==> src/cosr_pkg.sv <==
// Package: register map, reset values and setpoint scales of the charge/output setpoint bank
// Notes on behaviour
// - Termination register: range bit plus five-bit code
// - Range 0: 500 uA plus code times 500 uA
// - Range 1: 6 mA plus code times 1 mA
// - Range 0 settings above 5 mA clamp to 5 mA
// - Bit 1 enables termination, resets to one
// - Termination suppressed unless CC or CV loop
// - External termination setting overrides register default
// - Battery code bits 7..1, reset 0x78
// - Battery target is 3.6 V plus code times 10 mV
// - Battery targets above 4.65 V clamp to 4.65 V
// - Top bit enables converter; off pulls output low
// - Range selector and level code set output voltage
// - Selector 01: 1.30 V plus code times 100 mV
// - Selector 11: 1.80 V plus code times 100 mV
// - Selector 00: lookup from 1.1 V to 2.333 V
// - Selector 10: lookup from 1.5 V to 2.75 V
// - Global reset bit restores defaults, reads zero
package cosr_pkg;
   // Register offsets
   localparam logic [7:0] CO_OFS_TERM  = 8'h04;
   localparam logic [7:0] CO_OFS_BATT  = 8'h05;
   localparam logic [7:0] CO_OFS_SYS   = 8'h06;
   localparam logic [7:0] CO_OFS_ILIM  = 8'h09;
   // Reset values
   localparam logic [7:0] CO_RST_TERM  = 8'h02;
   localparam logic [7:0] CO_RST_BATT  = 8'h78;
   localparam logic [7:0] CO_RST_SYS   = 8'h82;
   // Field positions
   localparam int CO_BIT_GLOBAL_RESET  = 7;
   localparam int CO_BIT_TERM_RANGE    = 7;
   localparam int CO_BIT_TERM_ENABLE   = 1;
   localparam int CO_BIT_SYS_ENABLE    = 7;
   // Setpoint scales, termination in uA, voltages in mV
   localparam logic [15:0] CO_TERM_LO_BASE_UA = 16'h01f4;   // 500 uA
   localparam logic [15:0] CO_TERM_LO_STEP_UA = 16'h01f4;   // 500 uA
   localparam logic [15:0] CO_TERM_LO_MAX_UA  = 16'h1388;   // 5 mA
   localparam logic [15:0] CO_TERM_HI_BASE_UA = 16'h1770;   // 6 mA
   localparam logic [15:0] CO_TERM_HI_STEP_UA = 16'h03e8;   // 1 mA
   localparam logic [15:0] CO_BATT_BASE_MV    = 16'h0e10;   // 3.6 V
   localparam logic [15:0] CO_BATT_STEP_MV    = 16'h000a;   // 10 mV
   localparam logic [15:0] CO_BATT_MAX_MV     = 16'h122a;   // 4.65 V
   localparam logic [15:0] CO_SYS_BASE01_MV   = 16'h0514;   // 1.30 V
   localparam logic [15:0] CO_SYS_BASE11_MV   = 16'h0708;   // 1.80 V
   localparam logic [15:0] CO_SYS_STEP_MV     = 16'h0064;   // 100 mV

   // Effective setpoints handed to the analog loops
   typedef struct packed {
      logic [15:0] term_current_ua;
      logic        term_active;
      logic [15:0] batt_reg_mv;
      logic        sys_converter_enable;
      logic [15:0] sys_out_mv;
   } cosr_setpoint_s;

   // Host register port
   typedef struct packed {
      logic       wr;
      logic       rd;
      logic [7:0] addr;
      logic [7:0] wdata;
   } cosr_req_s;
endpackage : cosr_pkg

==> src/cosr_regs.sv <==
// Module: three setpoint registers with clamped, decoded effective outputs
`timescale 1ns/1ns
module cosr_regs
(
   // Clock and reset
   input  wire logic               i_clk_sys,
   input  wire logic               i_resetn,
   // Register port from the serial control logic
   input  wire cosr_pkg::cosr_req_s i_req,
   output logic [7:0]              o_rdata,
   output logic                    o_rvalid,
   // Loop status and external termination override
   input  wire logic               i_cc_cv_in_control,
   input  wire logic               i_term_ext_valid,
   input  wire logic [15:0]        i_term_ext_ua,
   // Effective setpoints
   output cosr_pkg::cosr_setpoint_s o_setpoint
);
   import cosr_pkg::*;

   ////////////////////////////////////////////////////////////////////////
   // Register storage
   logic [7:0]     term_reg;
   logic [7:0]     batt_reg;
   logic [7:0]     sys_reg;
   logic [7:0]     rdata_reg;
   logic           rvalid_reg;
   cosr_setpoint_s setpoint_reg;
   cosr_setpoint_s setpoint_next;

   ////////////////////////////////////////////////////////////////////////
   // Address decode
   wire wr_term   = i_req.wr && (i_req.addr == CO_OFS_TERM);
   wire wr_batt   = i_req.wr && (i_req.addr == CO_OFS_BATT);
   wire wr_sys    = i_req.wr && (i_req.addr == CO_OFS_SYS);
   // Global reset lives in the input-limit register, a write-only strobe
   wire glob_rst  = i_req.wr && (i_req.addr == CO_OFS_ILIM)
                    && i_req.wdata[CO_BIT_GLOBAL_RESET];
   // Bit 0 is never stored so it cannot steer anything
   wire [7:0] wmask = 8'hfe;

   // Read mux; the global reset bit always reads zero
   wire [7:0] rd_mux = (i_req.addr == CO_OFS_TERM) ? term_reg :
                       (i_req.addr == CO_OFS_BATT) ? batt_reg :
                       (i_req.addr == CO_OFS_SYS)  ? sys_reg  : 8'h00;

   ////////////////////////////////////////////////////////////////////////
   // Register writes; global reset wins over a simultaneous write
   always_ff @(posedge i_clk_sys or negedge i_resetn)
   begin
      if (!i_resetn)
      begin
         term_reg <= CO_RST_TERM;
         batt_reg <= CO_RST_BATT;
         sys_reg  <= CO_RST_SYS;
      end
      else if (glob_rst)
      begin
         term_reg <= CO_RST_TERM;
         batt_reg <= CO_RST_BATT;
         sys_reg  <= CO_RST_SYS;
      end
      else
      begin
         if (wr_term)
            term_reg <= i_req.wdata & wmask;
         if (wr_batt)
            batt_reg <= i_req.wdata & wmask;
         if (wr_sys)
            sys_reg <= i_req.wdata & wmask;
      end
   end

   // Read data, one cycle after the strobe
   always_ff @(posedge i_clk_sys or negedge i_resetn)
   begin
      if (!i_resetn)
      begin
         rdata_reg  <= 8'h00;
         rvalid_reg <= 1'b0;
      end
      else
      begin
         rdata_reg  <= i_req.rd ? rd_mux : 8'h00;
         rvalid_reg <= i_req.rd;
      end
   end

   ////////////////////////////////////////////////////////////////////////
   // Termination current decode
   wire        term_range = term_reg[CO_BIT_TERM_RANGE];
   wire [4:0]  term_code  = term_reg[6:2];
   wire [15:0] term_lo    = CO_TERM_LO_BASE_UA
                            + 16'(term_code) * CO_TERM_LO_STEP_UA;
   wire [15:0] term_lo_cl = (term_lo > CO_TERM_LO_MAX_UA) ?
                            CO_TERM_LO_MAX_UA : term_lo;
   wire [15:0] term_hi    = CO_TERM_HI_BASE_UA
                            + 16'(term_code) * CO_TERM_HI_STEP_UA;
   wire [15:0] term_reg_ua = term_range ? term_hi : term_lo_cl;
   // External setting replaces the register value while it is present
   wire [15:0] term_eff   = i_term_ext_valid ? i_term_ext_ua : term_reg_ua;
   // Other loops (input-voltage, cool reduction) block termination
   wire term_act = term_reg[CO_BIT_TERM_ENABLE] && i_cc_cv_in_control;

   ////////////////////////////////////////////////////////////////////////
   // Battery regulation target decode
   wire [6:0]  batt_reg_code = batt_reg[7:1];
   wire [15:0] batt_raw = CO_BATT_BASE_MV + 16'(batt_reg_code) * CO_BATT_STEP_MV;
   wire [15:0] batt_eff = (batt_raw > CO_BATT_MAX_MV) ? CO_BATT_MAX_MV : batt_raw;

   ////////////////////////////////////////////////////////////////////////
   // System output level decode
   wire [1:0]  sys_range_select = sys_reg[6:5];
   wire [3:0]  sys_level_code   = sys_reg[4:1];
   wire [15:0] sys_lin = 16'(sys_level_code) * CO_SYS_STEP_MV;

   // Lookup band starting 1.1 V; the 83 mV steps round to the printed mV
   function automatic logic [15:0] cosr_lut00(input logic [3:0] c);
      case (c)
         4'h0: cosr_lut00 = 16'd1100;
         4'h1: cosr_lut00 = 16'd1200;
         4'h2: cosr_lut00 = 16'd1250;
         4'h3: cosr_lut00 = 16'd1333;
         4'h4: cosr_lut00 = 16'd1417;
         4'h5: cosr_lut00 = 16'd1500;
         4'h6: cosr_lut00 = 16'd1583;
         4'h7: cosr_lut00 = 16'd1667;
         4'h8: cosr_lut00 = 16'd1750;
         4'h9: cosr_lut00 = 16'd1833;
         4'ha: cosr_lut00 = 16'd1917;
         4'hb: cosr_lut00 = 16'd2000;
         4'hc: cosr_lut00 = 16'd2083;
         4'hd: cosr_lut00 = 16'd2167;
         4'he: cosr_lut00 = 16'd2250;
         default: cosr_lut00 = 16'd2333;
      endcase
   endfunction : cosr_lut00

   // Lookup band from 1.5 V: codes 0 to 10 are the 00 table shifted by five entries
   function automatic logic [15:0] cosr_lut10(input logic [3:0] c);
      case (c)
         4'hb: cosr_lut10 = 16'd2417;
         4'hc: cosr_lut10 = 16'd2500;
         4'hd: cosr_lut10 = 16'd2583;
         4'he: cosr_lut10 = 16'd2667;
         4'hf: cosr_lut10 = 16'd2750;
         default: cosr_lut10 = cosr_lut00(4'(c + 4'h5));
      endcase
   endfunction : cosr_lut10

   wire [15:0] sys_mv = (sys_range_select == 2'b00) ? cosr_lut00(sys_level_code) :
                        (sys_range_select == 2'b01) ? CO_SYS_BASE01_MV + sys_lin :
                        (sys_range_select == 2'b10) ? cosr_lut10(sys_level_code) :
                                                      CO_SYS_BASE11_MV + sys_lin;
   wire sys_en = sys_reg[CO_BIT_SYS_ENABLE];
   // Disabled converter reports 0 mV: output pulled low
   wire [15:0] sys_eff = sys_en ? sys_mv : 16'h0000;

   ////////////////////////////////////////////////////////////////////////
   // Registered setpoints keep every output straight from a flop
   always_comb
   begin
      setpoint_next.term_current_ua      = term_eff;
      setpoint_next.term_active          = term_act;
      setpoint_next.batt_reg_mv          = batt_eff;
      setpoint_next.sys_converter_enable = sys_en;
      setpoint_next.sys_out_mv           = sys_eff;
   end

   always_ff @(posedge i_clk_sys or negedge i_resetn)
   begin
      if (!i_resetn)
         setpoint_reg <= '0;
      else
         setpoint_reg <= setpoint_next;
   end

   assign o_rdata    = rdata_reg;
   assign o_rvalid   = rvalid_reg;
   assign o_setpoint = setpoint_reg;
endmodule : cosr_regs

==> config.mk <==
export PLATFORM = sky130hd
export DESIGN_NAME = cosr_regs
export DESIGN_NICKNAME = d
export VERILOG_FILES = /design/src/cosr_pkg.sv /design/src/cosr_regs.sv
export SDC_FILE = /design/constraint.sdc
export NUM_CORES = 1
export LEC_CHECK = 0
export ABC_AREA = 0
export BUFFER_PORTS_ARGS = -buffer_cell sky130_fd_sc_hd__buf_2
export CAP_MARGIN = 0
export CORE_ASPECT_RATIO = 0.75
export CORE_MARGIN = 8
export CORE_UTILIZATION = 56
export DETAILED_ROUTE_END_ITERATION = 6
export PLACE_DENSITY = 0.77
export SLEW_MARGIN = 40
export SYNTH_ARGS = -nofsm -noshare
export SYNTH_HDL_FRONTEND = slang
export SYNTH_SLANG_ARGS = --single-unit
==> constraint.sdc <==
create_clock -name i_clk_sys -period 5.8 [get_ports i_clk_sys]
set_input_delay 0.29 -clock i_clk_sys [delete_from_list [all_inputs] [get_ports i_clk_sys]]
set_output_delay 0.29 -clock i_clk_sys [all_outputs]
set_load 0.02 [all_outputs]
== Yosys cells after proc, flatten, opt, wreduce, memory -nomap -nowiden ==
Memories as Yosys holds them, arrays and structs flattened.
Index checks and enable logic that the tools add are counted.
W data, S select, Z words.
Operators by class
  add/sub/neg operators: 6
  $mul: 4
  divide/modulo/power cells: 0
  magnitude comparators: 2
  eq/ne operators: 11
  shifts and indexed selects: 0
  muxes and demuxes: 19
  bitwise operators: 0
  reductions and logical operators: 10
Operator list (number)
  $mux W16: 6
  $mux W8: 10
  $pmux W16 S5: 1
  $add A11 B11 Y12 const A: 2
  $eq A8 B3 Y1 const B: 3
  $mul A5 B7 Y12 const B: 2
  $eq A4 B4 Y1 const B: 5
  $add A13 B15 Y16 const A: 1
  $add A9 B14 Y15 const A: 1
  $gt A15 B13 Y1 const B: 1
  $mux W15: 1
  $add A12 B11 Y13 const A: 1
  $gt A13 B13 Y1 const B: 1
  $mux W13: 1
  $mul A7 B3 Y10 const B: 1
  $mul A4 B5 Y9 const B: 1
  $eq A8 B4 Y1 const B: 1
  $logic_and A1 B1 Y1: 6
  $reduce_bool A2 Y1: 3
  $add A4 B3 Y4 const B: 1
  $eq A2 B1 Y1 const B: 1
  $eq A2 B2 Y1 const B: 1
  $logic_not A2 Y1: 1
Word-level totals
  bits in registers: 80
  latch bits: 0
  RAM bits: 0
  ROM bits: 384
  input bits: 38
  logic and storage cells: 64
  memories: 2
Memory list
  (name not given): words 16, width 12, rd ports 1, clocked after Yosys merged registers in 0, write ports 0, line cosr_regs.sv:119  | case (c)
  (name not given): words 16, width 12, rd ports 1, clocked after Yosys merged registers in 0, write ports 0, line cosr_regs.sv:119

== Longest topological paths before layout ==
Gate-level depths: netlist of the first run.
An unclocked memory read counts as a cell.
  depth in word-level cells: 7
  gate-level depth with buffers: 14
  depth with buffers taken out: 13

== Worst setup path before layout of the first run ==
OpenSTA, ideal clock, no wires.
  path kind: register to register
  start point: reg term_reg[4]
  end point: reg setpoint_reg (netlist bit o_setpoint[36])
  setup time: 0.126 ns
  arrival time: 4.141 ns
  slack: 1.533 ns
  stages on the path, launching flop included: 14
  path buffers: 0
  cells stage by stage: dfrtp_1 fa_1 fa_1 inv_1 fa_1 inv_1 ha_1 and3_1 a221oi_1 o22a_1 nand4_2 o211a_1 o221a_1 a221o_1
On the way
  longest elaborated chain between the ends: 6
Ends and longest elaborated chain
  start: declaration: line cosr_regs.sv:23  | logic [7:0] term_reg;
  start signal: assignment: line cosr_regs.sv:66  | term_reg <= i_req.wdata & wmask;
  $mul A5 B7 Y12: line cosr_regs.sv:94  | + 16'(term_code) * CO_TERM_LO_STEP_UA;
  $add A9 B14 Y15: line cosr_regs.sv:94
  $gt A15 B13 Y1: line cosr_regs.sv:95  | wire [15:0] term_lo_cl = (term_lo > CO_TERM_LO_MAX_UA) ?
  $mux W15: line cosr_regs.sv:95
  $mux W16: line cosr_regs.sv:99  | wire [15:0] term_reg_ua = term_range ? term_hi : term_lo_cl;
  $mux W16: line cosr_regs.sv:101  | wire [15:0] term_eff = i_term_ext_valid ? i_term_ext_ua : term_reg_ua;
  named net term_eff[2]: line cosr_regs.sv:101
  end signal: assignment: line cosr_regs.sv:175  | setpoint_reg <= setpoint_next;
  end: declaration: line cosr_regs.sv:28  | cosr_setpoint_s setpoint_reg;
The timed path passes the listed nets, and every way through them passes these cells.
A chain may end at the register's enable or synchronous reset.

== Worst setup path in the final report of the first run ==
  start point: reg term_reg[3]
  end point: reg setpoint_reg (netlist bit o_setpoint[39])
On the way
  longest elaborated chain between the ends: 6
  elaborated cells on any way between the ends: 8
  classes of those cells: add/sub: 2; mul: 2; order compare: 1; mux: 3
Ends and longest elaborated chain (line)
  $mul A5 B7 Y12: cosr_regs.sv:94, cosr_regs.sv:98
  $add A9 B14 Y15: cosr_regs.sv:94
  $gt A15 B13 Y1: cosr_regs.sv:95
  $mux W15: cosr_regs.sv:95
  $mux W16 (*): cosr_regs.sv:99
  $mux W16 (*): cosr_regs.sv:101
  named net term_eff[5]: cosr_regs.sv:101
The timed path passes the listed nets; every way through them passes the cells marked *.

==> qor.csv, run 1 <==
stage;metric;value;unit
cells_and_area;syn2layout_area_growth;11.8;%
drt;dr_wl_met2;8150;um
drt;wl_per_cell;19.8;um
cells_and_area;antennaDiodeCount;0;
clock_tree;htreeDepth;3;
sta;finalSetupViolCount;0;
critical_path;crit_path_start_kind;register;
cells_and_area;register_area;0.00179;mm2
critical_path;cp_slowest_cell;dfrtp_1;
drt;avgViaCountPerCell;6.32;
critical_path;reg2reg_depth;12;
die;die_y;109;um
sta;period_share;82.5;%
drt;dr.pass1.iters;5;
power;pwr-share-comb;35.2;%
sta;setup_ws;1.02;ns
die;io_pins;97;
power;power_frac_clock;32.5;%
critical_path;path_cells;inv_1 > fa_1 > fa_1 > inv_1 > ha_1 > a21o_1 > a21oi_1 > xnor2_2 > nand4_2 > nor4_4 > nor2_1 > o41ai_1;
die;start_util;56.4;%
cells_and_area;nNetsFinal;893;
placed_design;dp.final_hpwl;13700;um
critical_path;r2r_setup_slack;1.02;ns
sta;timing.fmax;209;MHz
die;die_w;140;um
drt;final_antenna_net_count;0;
logic_synthesis;dominantRegCellSynth;dfrtp_1;
sta;worst_clock_skew;0.0101;ns
logic_synthesis;synth_edf_count;0;
global_routing;grt.total_usage;24.4;%
cells_and_area;fillers;943;
die;dieArea;0.0152;mm2
die;rows;34;
critical_path;r2r_end;o_setpoint[39];
power;peakVddDrop;0.000159;V
drt;vias;5899;
sta;worst_slew_pin_slew;0.799;ns
clock_tree;root_buffer;clkbuf_16;
power;intPower;1170;uW
worst_hold_path;hp-class;in -> async;
sta;rsz0062_at_grt;false;
logic_synthesis;synth_top_area_share;25.0;%
placed_design;place.gp.congestion;0.935;
clock_tree;cts_buffers;9;
drt;wl_met1;8310;um
clock_tree;cts_setup_buffers;0;
outcome;violations;negative hold slack;
drt;route.met3.wl;1690;um
power;p_per_area;258;mW/mm2
logic_synthesis;yosysSeqAreaShare;27.9;%
global_routing;grt_remaining_overflow;0;
global_routing;grt_pass1_vias;5699;
critical_path;cpPeakStageDelay;0.68;ns
job;drv_cap;0;
critical_path;crit_arrival;4.99;ns
clock_tree;cts_sinks;71;
logic_synthesis;async_flop_share;100;%
logic_synthesis;netlist_area;0.00641;mm2
cells_and_area;multiInputGateArea;0.00428;mm2
placed_design;dpl_worst_slack;1.06;ns
sta;finalSetupTns;0;ns
sta;hold_viol;64;
logic_synthesis;synthCells;726;
outcome;status;complete, but fails checks;
drt;wl;18500;um
die;coreArea;0.0114;mm2
cells_and_area;drive_gt1_share;18.9;%
power;p_leak;0.00342;uW
power;p_sw_share;36.7;%
critical_path;required;6.01;ns
logic_synthesis;yosysTopAreaCell;dfrtp_1;
power;seq_power_share;32.3;%
drt;route.top_layer_used;met4;
sta;slew_headroom;46.7;%
global_routing;grt_pass1_wl;29600;um
clock_tree;cts.path.max_buffers;2;
cells_and_area;final_common_cell;buf_2;
critical_path;end_kind;register;
sta;fin_hold_ws;-0.0437;ns
logic_synthesis;avgSynthCellArea;8.83;um2
clock_tree;clkLatencyLatePin;0.34;ns
clock_tree;cts_resized;0;
clock_tree;cts_hold_buf;0;
logic_synthesis;ys_seq_elements;71;
critical_path;cp_top_family;adder cells;
sta;maxSlewViolCount;0;
critical_path;worst-path-buf-inv;2;
logic_synthesis;yosys_warnings;0;
drt;drc;0;
placed_design;io_buffer_count;86;
critical_path;worstSetupPathType;reg -> reg;
global_routing;antenna_found_initial;0;
logic_synthesis;synth.area.top_cells;dfrtp_1 (25%), ha_1 (11%), a21oi_1 (5.1%);
clock_tree;path_clk_slew;0.06;ns
cells_and_area;final_cell_mix;buf_2 (85), a21oi_1 (65), dfrtp_1 (62);
logic_synthesis;synth.distinct_cells;94;
cells_and_area;largest_reg_flops;42;
drt;drt_iter0_markers;649;
power;switching_power;679;uW
global_routing;grt_max_degree;72;
sta;fin_crit;4.78;ns
clock_tree;cts_tree;done;
critical_path;rr_startpoint;term_reg[3];
critical_path;path_max_fanout;13;
## worst max-delay path by stage
| stage | slack, ns | endpoint | depth (start not counted) | startpoint |
|---|---|---|---|---|
| after global placement | 1.22 | o_setpoint[44] | 13 | term_reg[4] |
| final | 1.02 | o_setpoint[39] | 12 | term_reg[3] |
| after global routing | 0.74 | o_setpoint[39] | 12 | term_reg[3] |
| after floorplan | 1.53 | o_setpoint[36] | 13 | term_reg[4] |
| after detailed placement | 1.06 | o_setpoint[39] | 13 | term_reg[4] |
| after CTS | 1.05 | o_setpoint[39] | 13 | term_reg[4] |
## metal layers
metal,global-route usage (%),up-vias
met2,37.6,299
met3,6.56,38
met4,6.25,0
met1,33.7,2837
li1,-,2725
met5,0,-
## power by group through the flow
stage | clock, uW | sequential, uW | combinational, uW
6_report | 600 | 597 | 652
2_1_floorplan | 0 | 648 | 414
4_1_cts | 600 | 596 | 640
3_3_place_gp | 0 | 602 | 623
3_5_place_dp | 0 | 604 | 634
5_1_grt | 620 | 603 | 707
## cell usage after synthesis (all sizes together) (4+ instances only)
library cell   n
buf           17
nor2b          4
a31oi          7
and3           7
fa            12
dfstp          7
o211ai         7
o21ai         50
a22oi          7
nor4           7
clkinv         4
nand3         29
or2            5
a21o          12
xor2          16
nand2b         8
nor2          54
nor3          17
ha            57
clkbuf        28
a211oi        14
or3            7
mux2i          8
inv           41
o31ai          6
dfrtp         64
o22ai          4
nand2         51
a21oi         65
and2           8
o41ai          5
xnor2         30
nand4          4
## metrics by stage
stage	power (uW)	hold WS [ns]	area, um2	cells	utilization [%]
finish	1850	-0.0437	7160	934	63.1
global route	1930	0.0118	7160	934	63.1
CTS	1840	0.108	7150	934	63.0
detailed placement	1240	0.448	6840	919	60.2
global placement	1220	0.445	6840	919	60.2
floorplan	1060	-0.00559	6440	734	-
## cell families after synthesis
logic type | count (synthesis) | synth area share, %
AOI/OAI and AO/OA | 227 | 25.2
buffers and inverters | 90 | 5.99
muxes | 11 | 1.95
adders and majority gates | 69 | 14.9
and+or+nand+nor | 210 | 16.5
DFF | 71 | 27.9
xor gates and xnor gates | 47 | 7.58
other | 1 | 0.0585
## cell type report
type / count / area share [%]
clock buffer: 9 / 3.14
tap: 144 / 2.51
sequential: 71 / 25.0
inverter: 45 / 2.36
clock inverter: 6 / 1.21
multi-input combinational: 573 / 59.7
timing repair buffer: 86 / 6.10
No activity file was read; power rests on OpenSTA's default activity.
==> run 2: changes to the inputs <==
--- a/config.mk
+++ b/config.mk
@@ -10,9 +10,9 @@
 export CAP_MARGIN = 0
 export CORE_ASPECT_RATIO = 0.75
 export CORE_MARGIN = 8
-export CORE_UTILIZATION = 56
+export CORE_UTILIZATION = 53
 export DETAILED_ROUTE_END_ITERATION = 6
-export PLACE_DENSITY = 0.77
+export PLACE_DENSITY = 0.76
 export SLEW_MARGIN = 40
 export SYNTH_ARGS = -nofsm -noshare
 export SYNTH_HDL_FRONTEND = slang
==> constraint.sdc (replaced) <==
create_clock -name i_clk_sys -period 4 [get_ports i_clk_sys]
set_input_delay 0.2 -clock i_clk_sys [delete_from_list [all_inputs] [get_ports i_clk_sys]]
set_output_delay 0.2 -clock i_clk_sys [all_outputs]
set_load 0.02 [all_outputs]
==> run 2 against run 1 <==
Against the previous run: the run ends with negative setup slack left; sequential cell count is the same; utilization is 5.5 points higher; clock skew down 0.0011 ns; via count up 4.1%; wire length is 6.6% higher; non-clock buffer count increased by 69; first-iteration DRC count increased by 6.0%; register-to-register slack worse by 1.1 ns; power rose by 58%; critical endpoint is now o_setpoint[45]; highest routed layer unchanged.
==> qor.csv, run 2 (synthesized netlist as in run 1, its figures left out) <==
stage;metric;value;unit;change
outcome;status;complete, but fails checks;;
outcome;violations;negative setup slack;;
power;switching_power;1060;uW;+56%
power;p_per_area;364;mW/mm2;+41%
global_routing;grt_pass1_vias;5864;;+2.9%
power;total_power;2920;uW;+58%
die;start_util;54.8;%;-1.6 points
die;rows;34;;unchanged
global_routing;grt_pass1_wl;31200;um;+5.7%
drt;wl_per_cell;19.3;um;-2.6%
sta;rsz0062_at_grt;true;;
placed_design;io_buffer_count;86;;unchanged
drt;final_antenna_net_count;0;;unchanged
cells_and_area;final_cell_mix;buf_2 (85), buf_4 (68), a21oi_1 (63);;
critical_path;rr_startpoint;term_reg[4];;
sta;hold_viol;0;;-100%
power;pwr-share-comb;40.6;%;+5.4 points
critical_path;end_kind;register;;
drt;drc;0;;unchanged
clock_tree;cts.path.max_buffers;2;;unchanged
cells_and_area;antennaDiodeCount;0;;unchanged
power;peakVddDrop;0.000234;V;+47%
die;die_y;111;um;+2.4%
global_routing;grt.total_usage;24.5;%;+0.050 points
critical_path;critPathCapture;o_setpoint[45];;
critical_path;crit_arrival;4.30;ns;-0.69 ns
power;p_leak;0.00380;uW;+11%
cells_and_area;final_common_cell;buf_2;;
sta;period_share;102;%;+20 points
power;p_sw_share;36.4;%;-0.36 points
critical_path;required;4.22;ns;-1.79 ns
cells_and_area;largest_reg_flops;42;;unchanged
global_routing;antenna_found_initial;0;;unchanged
die;coreArea;0.0117;mm2;+3.0%
global_routing;grt_max_degree;38;;-47%
sta;slew_headroom;39.1;%;-7.6 points
sta;setup_ws;-0.0873;ns;-1.10 ns
drt;vias;6142;;+4.1%
sta;worst_slew_pin_slew;0.890;ns;+0.0908 ns
job;drv_cap;0;;unchanged
critical_path;cp-startpoint;term_reg[4];;
critical_path;path_max_fanout;7;;-6
clock_tree;root_buffer;clkbuf_16;;
clock_tree;clkLatencyLatePin;0.34;ns;about the same
global_routing;grt_remaining_overflow;0;;unchanged
clock_tree;cts_sinks;71;;unchanged
die;io_pins;97;;unchanged
sta;maxSlewViolCount;0;;unchanged
drt;avgViaCountPerCell;6.01;;-4.8%
die;dieArea;0.0159;mm2;+4.9%
placed_design;dp.final_hpwl;14900;um;+8.5%
power;seq_power_share;29.0;%;-3.3 points
worst_hold_path;hp-class;in -> reg;;
drt;drt_iter0_markers;688;;+6.0%
sta;fin_hold_ws;0.0773;ns;+0.121 ns
die;die_w;143;um;+2.5%
cells_and_area;drive_gt1_share;30.0;%;+11 points
critical_path;reg2reg_depth;14;;+2
power;intPower;1860;uW;+59%
sta;timing.fmax;245;MHz;+17%
critical_path;r2r_end;o_setpoint[45];;
sta;fin_crit;4.09;ns;-0.697 ns
cells_and_area;fillers;892;;-5.4%
power;power_frac_clock;30.4;%;-2.1 points
critical_path;r2r_setup_slack;-0.09;ns;-1.10 ns
sta;finalSetupViolCount;3;;+3
drt;wl;19700;um;+6.6%
drt;dr.pass1.iters;5;;unchanged
worst_hold_path;min_from;i_cc_cv_in_control;;
critical_path;worstSetupPathType;reg -> reg;;
critical_path;crit_path_start_kind;register;;
clock_tree;htreeDepth;3;;unchanged
sta;worst_clock_skew;0.00905;ns;-0.00109 ns
clock_tree;cts_buffers;9;;unchanged
cells_and_area;nNetsFinal;962;;+7.7%
clock_tree;path_clk_slew;0.07;ns;about the same
cells_and_area;syn2layout_area_growth;25.1;%;
clock_tree;cts_tree;done;;
placed_design;place.gp.congestion;0.941;;+0.68%
## run 2: changes by cell type in the layout (fill, tap and decap cells not counted), sizes merged
cell         previous run  this run
buf                    86       154
inv                    41        43
dlygate4sd3             0         1
clkinv                  7         6
## run 2: area by class of cell
class / instances / area, um2 / share of cell area [%]
well taps: 162 / 203 / 2.53
flip-flops and latches: 71 / 1790 / 22.3
clock inverters: 7 / 103 / 1.28
inverters: 45 / 169 / 2.11
multi-input cells: 573 / 4570 / 57.0
clock buffers: 9 / 225 / 2.81
repair buffers: 155 / 957 / 11.9
## run 2: power by group through the flow
stage / clock [uW] / combinational [uW] / sequential (uW)
floorplan: 0 / 610 / 940
global placement: 0 / 1040 / 854
detailed placement: 0 / 1060 / 858
CTS: 894 / 1090 / 845
global route: 927 / 1280 / 855
finish: 887 / 1190 / 846
## run 2: how the worst min path moves through the flow
stage | endpoint | slack, ns | depth (start not counted)
after global routing | o_setpoint[33] | 0.07 | 2
final | o_setpoint[33] | 0.08 | 2
after global placement | o_setpoint[10] | 0.30 | 1
after floorplan | batt_reg[1] | -0.1 | 0
after detailed placement | o_setpoint[10] | 0.33 | 1
after CTS | o_setpoint[33] | 0.07 | 2
## run 2: worst max-delay path, cell delays in order, from the launching register on
cell and delay [ns]:
dfrtp_2 0.46, ha_1 0.31, inv_1 0.08, fa_1 0.44
fa_1 0.52, inv_1 0.05, ha_2 0.24, a211oi_4 0.25
o21ai_2 0.15, o31ai_4 0.28, xor2_4 0.34, buf_4 0.19
xor2_2 0.24, o32ai_1 0.14, mux2_2 0.28
## run 2: what timing repair did
item | CTS | global route
pin swaps | 17 | 22
hold endpoints to repair | 27 | 0
gates resized for setup | 16 | 33
endpoints found under the setup margin | 10 | 13
setup buffers | 7 | 6
hold buffers | 1 | 0
## run 2: per-layer routing
metal | global-route usage, % | vias to the layer above | wire [um]
met4 | 6.14 | 0 | 201
met1 | 34.2 | 2968 | 8680
met2 | 37.6 | 298 | 9040
met5 | 0 | - | 0
met3 | 5.03 | 20 | 1780
li1 | - | 2856 | -
## run 2: per-stage QoR
step | setup WS, ns | instance area [um2] | instances | utilization [%] | setup TNS (ns)
after floorplan | 0.00482 | 6480 | 734 | - | 0
after global placement | -0.0928 | 7300 | 992 | 62.4 | -0.226
after detailed placement | -0.214 | 7300 | 992 | 62.4 | -0.984
after CTS | -0.0183 | 7770 | 1016 | 66.4 | -0.0297
after global routing | -0.222 | 8020 | 1022 | 68.5 | -1.28
final | -0.0873 | 8020 | 1022 | 68.5 | -0.195
